[config.mk]
export PLATFORM = sky130hd
export DESIGN_NAME = pio_top
export DESIGN_NICKNAME = d
export VERILOG_FILES = /design/src/pio_pkg.sv /design/src/pio_sync.sv /design/src/pio_edge.sv /design/src/pio_top.sv
export SDC_FILE = /design/constraint.sdc
export NUM_CORES = 1
export LEC_CHECK = 0
export BUFFER_PORTS_ARGS = -buffer_cell sky130_fd_sc_hd__clkbuf_2
export CORE_MARGIN = 2
export CORE_UTILIZATION = 25
export CTS_BUF_LIST = sky130_fd_sc_hd__clkbuf_8 sky130_fd_sc_hd__clkbuf_16
export DETAILED_ROUTE_END_ITERATION = 16
export PLACE_DENSITY = 0.52
export SETUP_SLACK_MARGIN = 0.4
export SYNTH_ARGS = -nofsm -noshare
export SYNTH_HDL_FRONTEND = slang
export SYNTH_SLANG_ARGS = --single-unit
[constraint.sdc]
create_clock -name clk -period 14.5 [get_ports clk]
set_input_delay 4.35 -clock clk [delete_from_list [all_inputs] [get_ports clk]]
set_output_delay 4.35 -clock clk [all_outputs]
set_load 0.01 [all_outputs]
[src/pio_pkg.sv]
// Shared constants, register map and configuration types of the parallel I/O port.
// Assumes a 32-bit APB register bus and one system clock.
package pio_pkg;

  // Widest port that the block can be generated with
  localparam int PIO_MAX_WIDTH = 32;
  // Register bus widths
  localparam int PIO_DW = 32;
  localparam int PIO_AW = 4;

  // Byte offsets of the four registers
  localparam logic [PIO_AW-1:0] PIO_OFF_DATA = 4'h0;
  localparam logic [PIO_AW-1:0] PIO_OFF_DIR = 4'h4;
  localparam logic [PIO_AW-1:0] PIO_OFF_MASK = 4'h8;
  localparam logic [PIO_AW-1:0] PIO_OFF_EDGE = 4'hC;
  // Word-alignment bits of the address
  localparam int PIO_ALIGN_BITS = 2;

  // Reset value of every software register
  localparam logic [PIO_DW-1:0] PIO_RST_VAL = 32'h0000_0000;
  // Value returned by an absent register
  localparam logic [PIO_DW-1:0] PIO_ABSENT_VAL = 32'h0000_0000;
  // All ports driven
  localparam logic [PIO_DW-1:0] PIO_ALL_ONES = 32'hFFFF_FFFF;

  // Port direction configuration
  typedef enum logic [1:0] {
    PIO_DIR_IN = 2'b00,
    PIO_DIR_OUT = 2'b01,
    PIO_DIR_BOTH = 2'b10,
    PIO_DIR_BIDIR = 2'b11
  } pio_dir_e;

  // Kind of edge recorded
  typedef enum logic [1:0] {
    PIO_EDGE_RISE = 2'b00,
    PIO_EDGE_FALL = 2'b01,
    PIO_EDGE_ANY = 2'b10
  } pio_edge_e;

  // Interrupt source
  typedef enum logic {
    PIO_IRQ_LEVEL = 1'b0,
    PIO_IRQ_EDGE = 1'b1
  } pio_irq_e;

endpackage

[src/pio_sync.sv]
// Three-stage input synchroniser with a two-stage agreement filter per bit.
// Assumes asynchronous pin inputs and one clock enable that freezes all stages.
`timescale 1ns/1ps
module pio_sync
  import pio_pkg::*;
#(
  parameter int W = pio_pkg::PIO_MAX_WIDTH
)
(
  input wire logic clk,
  input wire logic rst,
  input wire logic ce,
  input wire logic [W-1:0] d,
  output logic [W-1:0] q
);

  genvar gi;

  // One synchroniser per port bit
  generate
    for (gi = 0; gi < W; gi++)
    begin : g_bit
      logic s1; // First stage, read only by the second
      logic s2; // Second stage
      logic s3; // Third stage
      logic val; // Filtered level
      logic next_val;

      // Filtered level moves only when stages two and three agree
      always_comb
      begin
        next_val = val;
        if (s2 == s3)
        begin
          next_val = s3;
        end
      end

      // Register the stages, frozen while the enable is low
      always_ff @(posedge clk or posedge rst)
      begin
        if (rst)
        begin
          s1 <= 1'b0;
          s2 <= 1'b0;
          s3 <= 1'b0;
          val <= 1'b0;
        end
        else if (ce)
        begin
          s1 <= d[gi];
          s2 <= s1;
          s3 <= s2;
          val <= next_val;
        end
      end

      assign q[gi] = val;
    end
  endgenerate

endmodule

[src/pio_edge.sv]
// Per-bit edge detector and sticky edge record.
// Assumes synchronised levels and write-one-to-clear pulses from the register bus.
`timescale 1ns/1ps
module pio_edge
  import pio_pkg::*;
#(
  parameter int W = pio_pkg::PIO_MAX_WIDTH,
  parameter pio_pkg::pio_edge_e KIND = pio_pkg::PIO_EDGE_RISE
)
(
  input wire logic clk,
  input wire logic rst,
  input wire logic ce,
  input wire logic [W-1:0] level,
  input wire logic [W-1:0] clr,
  output logic [W-1:0] cap
);

  genvar gi;

  // One detector and record bit per port
  generate
    for (gi = 0; gi < W; gi++)
    begin : g_bit
      logic prev; // Level one cycle earlier
      logic hit; // Edge of the chosen kind seen this cycle
      logic rec; // Sticky record bit
      logic next_rec;

      // Edge kind is a generation constant, software cannot change it
      always_comb
      begin
        case (KIND)
          PIO_EDGE_RISE: hit = level[gi] & ~prev;
          PIO_EDGE_FALL: hit = ~level[gi] & prev;
          PIO_EDGE_ANY: hit = level[gi] ^ prev;
          default: hit = 1'b0;
        endcase
        // A new edge wins over a clear in the same cycle
        next_rec = hit | (rec & ~clr[gi]);
      end

      // Register previous level and record
      always_ff @(posedge clk or posedge rst)
      begin
        if (rst)
        begin
          prev <= 1'b0;
          rec <= 1'b0;
        end
        else if (ce)
        begin
          prev <= level[gi];
          rec <= next_rec;
        end
      end

      assign cap[gi] = rec;
    end
  endgenerate

endmodule

[src/pio_top.sv]
// Parallel I/O port with an APB register slave, edge record and one interrupt line.
// Assumes one clock, pins that may be asynchronous, and a pad that resolves pin_out by pin_oe.
//
// Summary of operation
// - One to thirty-two ports, fixed at generation
// - Input, output, both, or bidirectional tristate ports
// - Four registers: data, direction, mask, edge record
// - Absent registers read zero, writes ignored
// - Data read returns sampled input levels
// - Data write sets driven output value
// - Data read never returns written output data
// - Direction register tristates single bidirectional pins
// - Detected edges set sticky edge record bits
// - Edge kind fixed at generation, not writable
// - Level mode: high input is interrupt condition
// - Edge mode: configured edge kind raises interrupts
// - Mask register enables each input's interrupt
// - Single slave port, simple single transfers only
// - One interrupt request output
// - Registers 32 bits, low port bits meaningful
// - Bidirectional bit set to input is undriven
// - Level interrupt while masked input high
// - Edge interrupt while masked record bit set
`timescale 1ns/1ps
module pio_top
#(
  parameter int P_WIDTH = pio_pkg::PIO_MAX_WIDTH,
  parameter pio_pkg::pio_dir_e P_DIR = pio_pkg::PIO_DIR_BIDIR,
  parameter bit P_CAPTURE = 1'b1,
  parameter pio_pkg::pio_edge_e P_EDGE = pio_pkg::PIO_EDGE_RISE,
  parameter bit P_IRQ = 1'b1,
  parameter pio_pkg::pio_irq_e P_IRQ_MODE = pio_pkg::PIO_IRQ_EDGE
)
(
  input wire logic clk,
  input wire logic rst,
  input wire logic ce,
  input wire logic psel,
  input wire logic penable,
  input wire logic pwrite,
  input wire logic [pio_pkg::PIO_AW-1:0] paddr,
  input wire logic [pio_pkg::PIO_DW-1:0] pwdata,
  output logic [pio_pkg::PIO_DW-1:0] prdata,
  output logic pready,
  output logic pslverr,
  output logic irq,
  input wire logic [pio_pkg::PIO_MAX_WIDTH-1:0] pin_in,
  output logic [pio_pkg::PIO_MAX_WIDTH-1:0] pin_out,
  output logic [pio_pkg::PIO_MAX_WIDTH-1:0] pin_oe
);
  import pio_pkg::*;

  // Bits above the generated width are forced to zero everywhere
  function automatic logic [PIO_DW-1:0] width_mask();
    logic [PIO_DW-1:0] m;
    m = PIO_RST_VAL;
    for (int i = 0; i < PIO_DW; i++)
    begin
      m[i] = (i < P_WIDTH);
    end
    return m;
  endfunction

  localparam logic [PIO_DW-1:0] WMASK = width_mask();
  // Which registers exist in this configuration
  localparam bit HAS_IN = (P_DIR != PIO_DIR_OUT);
  localparam bit HAS_OUT = (P_DIR != PIO_DIR_IN);
  localparam bit HAS_DIR = (P_DIR == PIO_DIR_BIDIR);
  localparam bit HAS_EDGE = HAS_IN && P_CAPTURE;
  localparam bit HAS_MASK = HAS_IN && P_IRQ;

  // Software registers
  logic [PIO_DW-1:0] out_val; // Value driven on output ports
  logic [PIO_DW-1:0] dir; // One means drive the pin
  logic [PIO_DW-1:0] mask; // Interrupt enable per input
  logic [PIO_DW-1:0] next_out_val;
  logic [PIO_DW-1:0] next_dir;
  logic [PIO_DW-1:0] next_mask;
  logic [PIO_DW-1:0] next_pin_out;
  logic [PIO_DW-1:0] next_pin_oe;

  // Bus state
  logic [PIO_DW-1:0] next_prdata;
  logic next_pready;
  logic next_pslverr;
  logic next_irq;

  // Derived bus terms
  logic acc_first; // First access cycle, answer is prepared here
  logic acc_done; // Access completes at this edge
  logic wr_done; // Write takes effect at this edge
  logic [PIO_AW-1:0] reg_addr; // Address with alignment bits cleared
  logic addr_ok; // Address word-aligned, alignment bits zero
  logic [PIO_DW-1:0] rd_mux; // Read value chosen by address

  // Input side
  logic [PIO_DW-1:0] in_sync; // Synchronised pin levels
  logic [PIO_DW-1:0] in_view; // Levels as software sees them
  logic [PIO_DW-1:0] edge_cap; // Edge record from the detector
  logic [PIO_DW-1:0] edge_view; // Edge record as software sees it
  logic [PIO_DW-1:0] edge_clr; // Write-one-to-clear pulses
  logic [PIO_DW-1:0] irq_src; // Interrupt source before the mask

  // Pins are asynchronous to clk, so they pass the three-stage filter
  pio_sync #(
    .W(PIO_DW)
  ) u_sync (
    .clk(clk),
    .rst(rst),
    .ce(ce),
    .d(pin_in),
    .q(in_sync)
  );

  // Edge detector works on the filtered levels
  pio_edge #(
    .W(PIO_DW),
    .KIND(P_EDGE)
  ) u_edge (
    .clk(clk),
    .rst(rst),
    .ce(ce),
    .level(in_view),
    .clr(edge_clr),
    .cap(edge_cap)
  );

  // Read and write paths of the data register stay apart
  assign in_view = HAS_IN ? (in_sync & WMASK) : PIO_RST_VAL;
  assign edge_view = HAS_EDGE ? (edge_cap & WMASK) : PIO_RST_VAL;

  // Decode of the APB phases; no bursts exist on this bus
  always_comb
  begin
    acc_first = psel & penable & ~pready;
    acc_done = psel & penable & pready;
    wr_done = acc_done & pwrite;
    reg_addr = paddr & ~PIO_AW'((1 << PIO_ALIGN_BITS) - 1);
    addr_ok = (paddr[PIO_ALIGN_BITS-1:0] == '0);
  end

  // Read multiplexer; absent registers return a fixed value
  always_comb
  begin
    case (reg_addr)
      PIO_OFF_DATA: rd_mux = in_view;
      PIO_OFF_DIR: rd_mux = HAS_DIR ? (dir & WMASK) : PIO_ABSENT_VAL;
      PIO_OFF_MASK: rd_mux = HAS_MASK ? (mask & WMASK) : PIO_ABSENT_VAL;
      PIO_OFF_EDGE: rd_mux = edge_view;
      default: rd_mux = PIO_ABSENT_VAL;
    endcase
  end

  // Bus answer: one wait cycle, data registered with pready
  always_comb
  begin
    next_prdata = prdata;
    next_pready = 1'b0;
    next_pslverr = 1'b0;
    if (acc_first)
    begin
      next_pready = 1'b1;
      // A misaligned address is the only refused access
      next_pslverr = ~addr_ok;
      next_prdata = (pwrite || !addr_ok) ? PIO_ABSENT_VAL : rd_mux;
    end
  end

  // Register writes; a write to an absent register leaves nothing changed
  always_comb
  begin
    next_out_val = out_val;
    next_dir = dir;
    next_mask = mask;
    edge_clr = PIO_RST_VAL;
    if (wr_done && addr_ok)
    begin
      case (reg_addr)
        PIO_OFF_DATA:
        begin
          if (HAS_OUT)
          begin
            next_out_val = pwdata & WMASK;
          end
        end
        PIO_OFF_DIR:
        begin
          if (HAS_DIR)
          begin
            next_dir = pwdata & WMASK;
          end
        end
        PIO_OFF_MASK:
        begin
          if (HAS_MASK)
          begin
            next_mask = pwdata & WMASK;
          end
        end
        PIO_OFF_EDGE:
        begin
          if (HAS_EDGE)
          begin
            edge_clr = pwdata & WMASK;
          end
        end
        default:
        begin
          next_out_val = out_val;
        end
      endcase
    end
  end

  // Pin drivers; enables follow direction only in bidirectional mode
  always_comb
  begin
    next_pin_out = HAS_OUT ? next_out_val : PIO_RST_VAL;
    case (P_DIR)
      PIO_DIR_BIDIR: next_pin_oe = next_dir & WMASK;
      PIO_DIR_OUT: next_pin_oe = WMASK;
      PIO_DIR_BOTH: next_pin_oe = WMASK;
      default: next_pin_oe = PIO_RST_VAL;
    endcase
  end

  // Interrupt source chosen at generation, then masked per input
  always_comb
  begin
    if (P_IRQ_MODE == PIO_IRQ_LEVEL)
    begin
      irq_src = in_view;
    end
    else
    begin
      irq_src = edge_view;
    end
    next_irq = HAS_MASK && ((irq_src & mask & WMASK) != PIO_RST_VAL);
  end

  // Register stage; a low enable freezes every bit of state
  always_ff @(posedge clk or posedge rst)
  begin
    if (rst)
    begin
      out_val <= PIO_RST_VAL;
      dir <= PIO_RST_VAL;
      mask <= PIO_RST_VAL;
      pin_out <= PIO_RST_VAL;
      pin_oe <= PIO_RST_VAL;
      prdata <= PIO_RST_VAL;
      pready <= 1'b0;
      pslverr <= 1'b0;
      irq <= 1'b0;
    end
    else if (ce)
    begin
      out_val <= next_out_val;
      dir <= next_dir;
      mask <= next_mask;
      pin_out <= next_pin_out;
      pin_oe <= next_pin_oe;
      prdata <= next_prdata;
      pready <= next_pready;
      pslverr <= next_pslverr;
      irq <= next_irq;
    end
  end
endmodule

==> results of run 1 <==
[final timing paths]
check / end / slack, ns / cells past startpoint
setup / recovery: out_val[12]$_DFFE_PP0P_ / 8.10 / 5
hold / removal: u_edge.g_bit[26].rec$_DFFE_PP0P_ / 0.43 / 1
setup reg to reg: out_val[12]$_DFFE_PP0P_ / 12.02 / 4
hold reg to reg: u_edge.g_bit[26].rec$_DFFE_PP0P_ / 0.43 / 1
max in group asynchronous: dir[16]$_DFFE_PP0P_ / 8.16 / 4
min in group asynchronous: u_sync.g_bit[28].s1$_DFFE_PP0P_ / 3.94 / 2
[layout make-up]
type	instances	area, µm²
multi-input cells	548	4990
clock inverters	15	131
fillers	5379	37200
inverters	37	146
clock buffers	49	1140
well taps	696	871
flip-flops and latches	323	8080
repair buffers	185	967
[sequential cells by signal, indices dropped and copies added (netlist names)]
register and count:
u_edge.g_bit.prev 32, u_sync.g_bit.s3 32, out_val 32, mask 32
u_sync.g_bit.val 32, pslverr 1, u_sync.g_bit.s1 32, irq 1
u_edge.g_bit.rec 32, prdata 32, u_sync.g_bit.s2 32, dir 32
pready 1
[metrics by stage]
stage          std cells  cell area [µm²]
2_1_floorplan        962            13500
3_3_place_gp        1789            15100
3_5_place_dp        1789            15100
4_1_cts             1853            16300
5_1_grt             1853            16300
6_report            1853            16300
[cell usage in the layout, fill, tap and decap left out, types with 9 or more instances in the layout]
cell type,count
inv_1,43
clkbuf_16,41
a22o_1,32
dfrtp_1,323
buf_4,13
nor2_1,35
mux4_2,32
clkbuf_8,9
o21ai_0,33
a21oi_1,64
a22oi_1,14
o2bb2ai_1,32
clkbuf_2,170
mux2_4,60
mux2_2,131
nand2_1,67
nand2b_1,32
[routing by layer]
layer,track usage (%),vias up,wire (µm)
met5,0,-,0
met4,3.96,0,691
met3,2.98,47,1910
met2,20.9,173,16700
met1,17.8,4325,16600
li1,-,3797,-
[logic make-up (layout without fill, tap and decap cells)]
logic type / Yosys count / after routing / share of synthesized area, %
compound gates: 178 / 178 / 8.72
simple gates: 146 / 146 / 5.02
mux: 224 / 224 / 23.1
flops: 323 / 323 / 60.1
buf+inv: 91 / 286 / 3.08
[critical path: stages]
cell and delay (ns):
clkbuf_8 0.39, nand3_1 0.33, nor4_4 0.75, buf_4 0.54, mux2_2 0.39
[report_power, final]
group | switching (µW) | total [µW] | internal [µW]
combinational | 119 | 248 | 128
clock | 379 | 964 | 585
sequential | 89.9 | 1100 | 1010
total | 588 | 2310 | 1730
==> flow_metrics.tcl, run 1 <==
set metrics [dict create \
    status "finished clean" \
    required_ns 14.92 \
    crit_type "in2reg" \
    start_kind "input pin" \
    synth_cells 962 \
    min_from "u_edge.g_bit[26].prev$_DFFE_PP0P_" \
    core_area_um2 53500 \
    io_pins 173 \
    p_leak_uw 0.00759 \
    grt_pass1_wl_um 55800 \
    setup_slack_ns 8.10 \
    place_congestion 0.718 \
    final_core_util_pct 30.5 \
    cp.arrival_ns 6.81 \
    setup_viol 0 \
    antenna_cells 0 \
    start_util_pct 25.2 \
    peakVddDrop_mv 0.0624 \
    fp-row-count 85 \
    viasPerCell 4.50 \
    ys_seq_area_share_pct 60.1 \
    cap_violations 0 \
    clockRootBuffer "clkbuf_16" \
    post_cts_buffers 0 \
    antenna_found_initial 0 \
    dieArea_um2 55700 \
    worst_pin_slew_ns 0.989 \
    grt_max_degree 113 \
    r2r-start "pready$_DFFE_PP0P_" \
    grt_pass1_vias 8894 \
    die_w_um 236 \
    period_needed_ns 6.40 \
    netlist_area_um2 13500 \
    h-tree-depth 2 \
    clock_sinks 323 \
    clock_skew_ns 0.0160 \
    hpwl_um 23500 \
    yosys_most_used_dff "dfrtp_1" \
    max_freq_mhz 156 \
    yosys_warnings 0 \
    synth.distinct_cells 29 \
    clkTransAtPathRegs_ns 0.05 \
    period_share_pct 44.1 \
    clk_latency_ns 0.55 \
    cts.repair.resized 0 \
    ant_nets 0 \
    async_flop_share_pct 100 \
    p_total_uw 2310 \
    cts_buffers 40 \
    num-nets-final 1209 \
    crit_path_end_kind "register" \
    synth_fp_nets 1036 \
    ys_seq_elements 323 \
    cts-hold-fix-buffers 0 \
    synth.most_common_cell "dfrtp_1" \
    cts_tree "yes" \
    synth_top_area_share_pct 60.1 \
    area_growth_pct 21.3 \
    cts_buffer_depth 3 \
    hold_path_class "reg2reg" \
    synth_edf_count 0 \
    crit_start "ce" \
    port-buffer-count 172 \
    vias 8342 \
    drive_above_1_share_pct 40.8 \
    synth_top_cell_by_area "dfrtp_1" \
    grt_overflow 0 \
    power_density_nw_per_um2 142 \
    synth_area_leaders "dfrtp_1 (60%), mux2_2 (11%), mux2_4 (6.7%)" \
    avgSynthCellArea_um2 14.0 \
    holdWs_ns 0.428 \
    slew_headroom_pct 34.0 \
    setup_tns_ns 0 \
    grt_usage_pct 13.1 \
    slew_viol_final 0 \
    dr.pass1.iters 4 \
    drtIter0Drc 458 \
    drt_wl_total_um 36000 \
    place_ws_ns 7.36 \
    hold_viol 0 \
    wire_per_inst_um 19.4 \
    synthTopCellsByCount "dfrtp_1 (323), mux2_2 (131), nand2_1 (67), a21oi_1 (64), mux2_4 (60)" \
    rsz0062_at_grt "false" \
    drc 0 \
    die_h_um 236 \
    crit_fanout 69 \
]
(Power assumes the default switching activity.)
==> run 2, diff against run 1 <==
- clock period: 14.5 -> 6.4 ns (I/O delays scaled with it)
==> flow_metrics.tcl, run 2 (synthesis gave the netlist of run 1 again) <==
set metrics [dict create \
    r2r-start "pready$_DFFE_PP0P_" \
    cts_buffer_depth 3 \
    vias 8419 \
    cts.repair.resized 0 \
    fp-row-count 85 \
    peakVddDrop_mv 0.225 \
    path_buf_inv 2 \
    cap_violations 0 \
    clock_skew_ns 0.0189 \
    cts_buffers 38 \
    setup_viol 0 \
    cts-hold-fix-buffers 0 \
    core_area_um2 53500 \
    port-buffer-count 172 \
    hold_path_class "reg2reg" \
    num-nets-final 1206 \
    post_cts_buffers 0 \
    die_w_um 236 \
    dr.pass1.iters 4 \
    hpwl_um 23900 \
    cts_tree "yes" \
    grt_overflow 0 \
    viasPerCell 4.53 \
    cp.arrival_ns 4.53 \
    start_kind "input pin" \
    fill_cells 5330 \
    clk_latency_ns 0.55 \
    crit_type "in2reg" \
    regToRegSetupSlack_ns 3.87 \
    drc 0 \
    timing.critical_path.to "dir[23]$_DFFE_PP0P_" \
    drtIter0Drc 473 \
    clock_sinks 323 \
    path_depth 5 \
    crit_chain "clkbuf_8 -> nand3_1 -> or4_2 -> buf_4 -> mux2_4" \
    antenna_found_initial 3 \
    h-tree-depth 2 \
    die_h_um 236 \
    critPathMaxStageDelay_ns 0.99 \
    drive_above_1_share_pct 41.0 \
    grt_usage_pct 13.1 \
    slew_viol_final 0 \
    slew_headroom_pct 32.2 \
    grt_pass1_vias 8752 \
    grt_max_degree 177 \
    antenna_cells 0 \
    rr_worst_depth 4 \
    io_pins 173 \
    slowest_stage "or4_2" \
    dieArea_um2 55700 \
    area_growth_pct 21.4 \
    status "finished clean" \
    worst_pin_slew_ns 1.02 \
    setup_tns_ns 0 \
    period_needed_ns 4.11 \
    max_freq_mhz 243 \
    holdWs_ns 0.435 \
    clockRootBuffer "clkbuf_16" \
    layout_common_cells "dfrtp_1 (323), clkbuf_2 (170), mux2_2 (131)" \
    mostFrequentLayoutCell "dfrtp_1" \
    grt_pass1_wl_um 55700 \
    ant_nets 0 \
    power_density_nw_per_um2 321 \
    drt_wl_total_um 36300 \
    r2r-end "dir[23]$_DFFE_PP0P_" \
    crit_path_end_kind "register" \
    crit_fanout 81 \
    rsz0062_at_grt "false" \
    path_delay_family "simple AND/OR/NAND/NOR gates" \
    clkTransAtPathRegs_ns 0.06 \
    wire_per_inst_um 19.5 \
    required_ns 6.83 \
    period_share_pct 64.2 \
    place_congestion 0.753 \
    start_util_pct 25.2 \
    crit_start "ce" \
    hold_viol 0 \
    p_leak_uw 0.00761 \
]
[run 2: how the worst min path moves through the flow]
| stage | startpoint | end | slack [ns] | cells after the start |
|---|---|---|---|---|
| 2_1_floorplan | u_edge.g_bit[0].prev$_DFFE_PP0P_ | u_edge.g_bit[0].rec$_DFFE_PP0P_ | 0.42 | 1 |
| 3_3_place_gp | u_edge.g_bit[7].prev$_DFFE_PP0P_ | u_edge.g_bit[7].rec$_DFFE_PP0P_ | 0.42 | 1 |
| 3_5_place_dp | u_edge.g_bit[30].prev$_DFFE_PP0P_ | u_edge.g_bit[30].rec$_DFFE_PP0P_ | 0.43 | 1 |
| 4_1_cts | u_edge.g_bit[12].prev$_DFFE_PP0P_ | u_edge.g_bit[12].rec$_DFFE_PP0P_ | 0.44 | 1 |
| 5_1_grt | u_edge.g_bit[12].prev$_DFFE_PP0P_ | u_edge.g_bit[12].rec$_DFFE_PP0P_ | 0.45 | 1 |
| 6_report | u_edge.g_bit[12].prev$_DFFE_PP0P_ | u_edge.g_bit[12].rec$_DFFE_PP0P_ | 0.43 | 1 |
[run 2: layer usage]
layer  part of all wire (%)  vias to the layer above  routed length [µm]  GRT usage [%]
met5                   0.11                        -                  40              0
met4                    2.3                        6                 836           3.73
met2                     45                      176               16400           20.1
met1                     47                     4383               16900           18.1
met3                    5.7                       56                2070           3.60
li1                       -                     3798                   -              -
[run 2: through the flow]
step | power, µW | utilization (%) | instances | cell area (µm²) | worst slack [ns]
3_5_place_dp | 3110 | 28.2 | 1788 | 15100 | 1.73
3_3_place_gp | 3080 | 28.2 | 1788 | 15100 | 1.80
5_1_grt | 5510 | 30.5 | 1858 | 16300 | 2.17
2_1_floorplan | 2880 | - | 962 | 13500 | 0.171
6_report | 5250 | 30.5 | 1858 | 16300 | 2.29
4_1_cts | 5340 | 30.5 | 1858 | 16300 | 2.31
[run 2: layout make-up]
class | instances | area, µm² | share of cell area (%)
clock buffer | 45 | 1050 | 6.41
clock inverter | 25 | 215 | 1.32
inverter | 37 | 143 | 0.873
multi-input combinational | 548 | 4990 | 30.5
sequential | 323 | 8080 | 49.5
tap | 696 | 871 | 5.33
timing repair buffer | 184 | 985 | 6.03
[run 2: where the power goes]
part / internal (µW) / switching [µW] / leakage, µW
clock network: 1290 / 885 / 0.000659
logic: 292 / 275 / 0.00289
registers: 2290 / 207 / 0.00406
total: 3880 / 1370 / 0.00761
[run 2: worst register-to-register path, cell delays in order, from the launching register on]
cell and delay (ns):
dfrtp_1 0.38, nand4bb_1 0.32, or4_2 0.94, buf_4 0.42
mux2_4 0.37
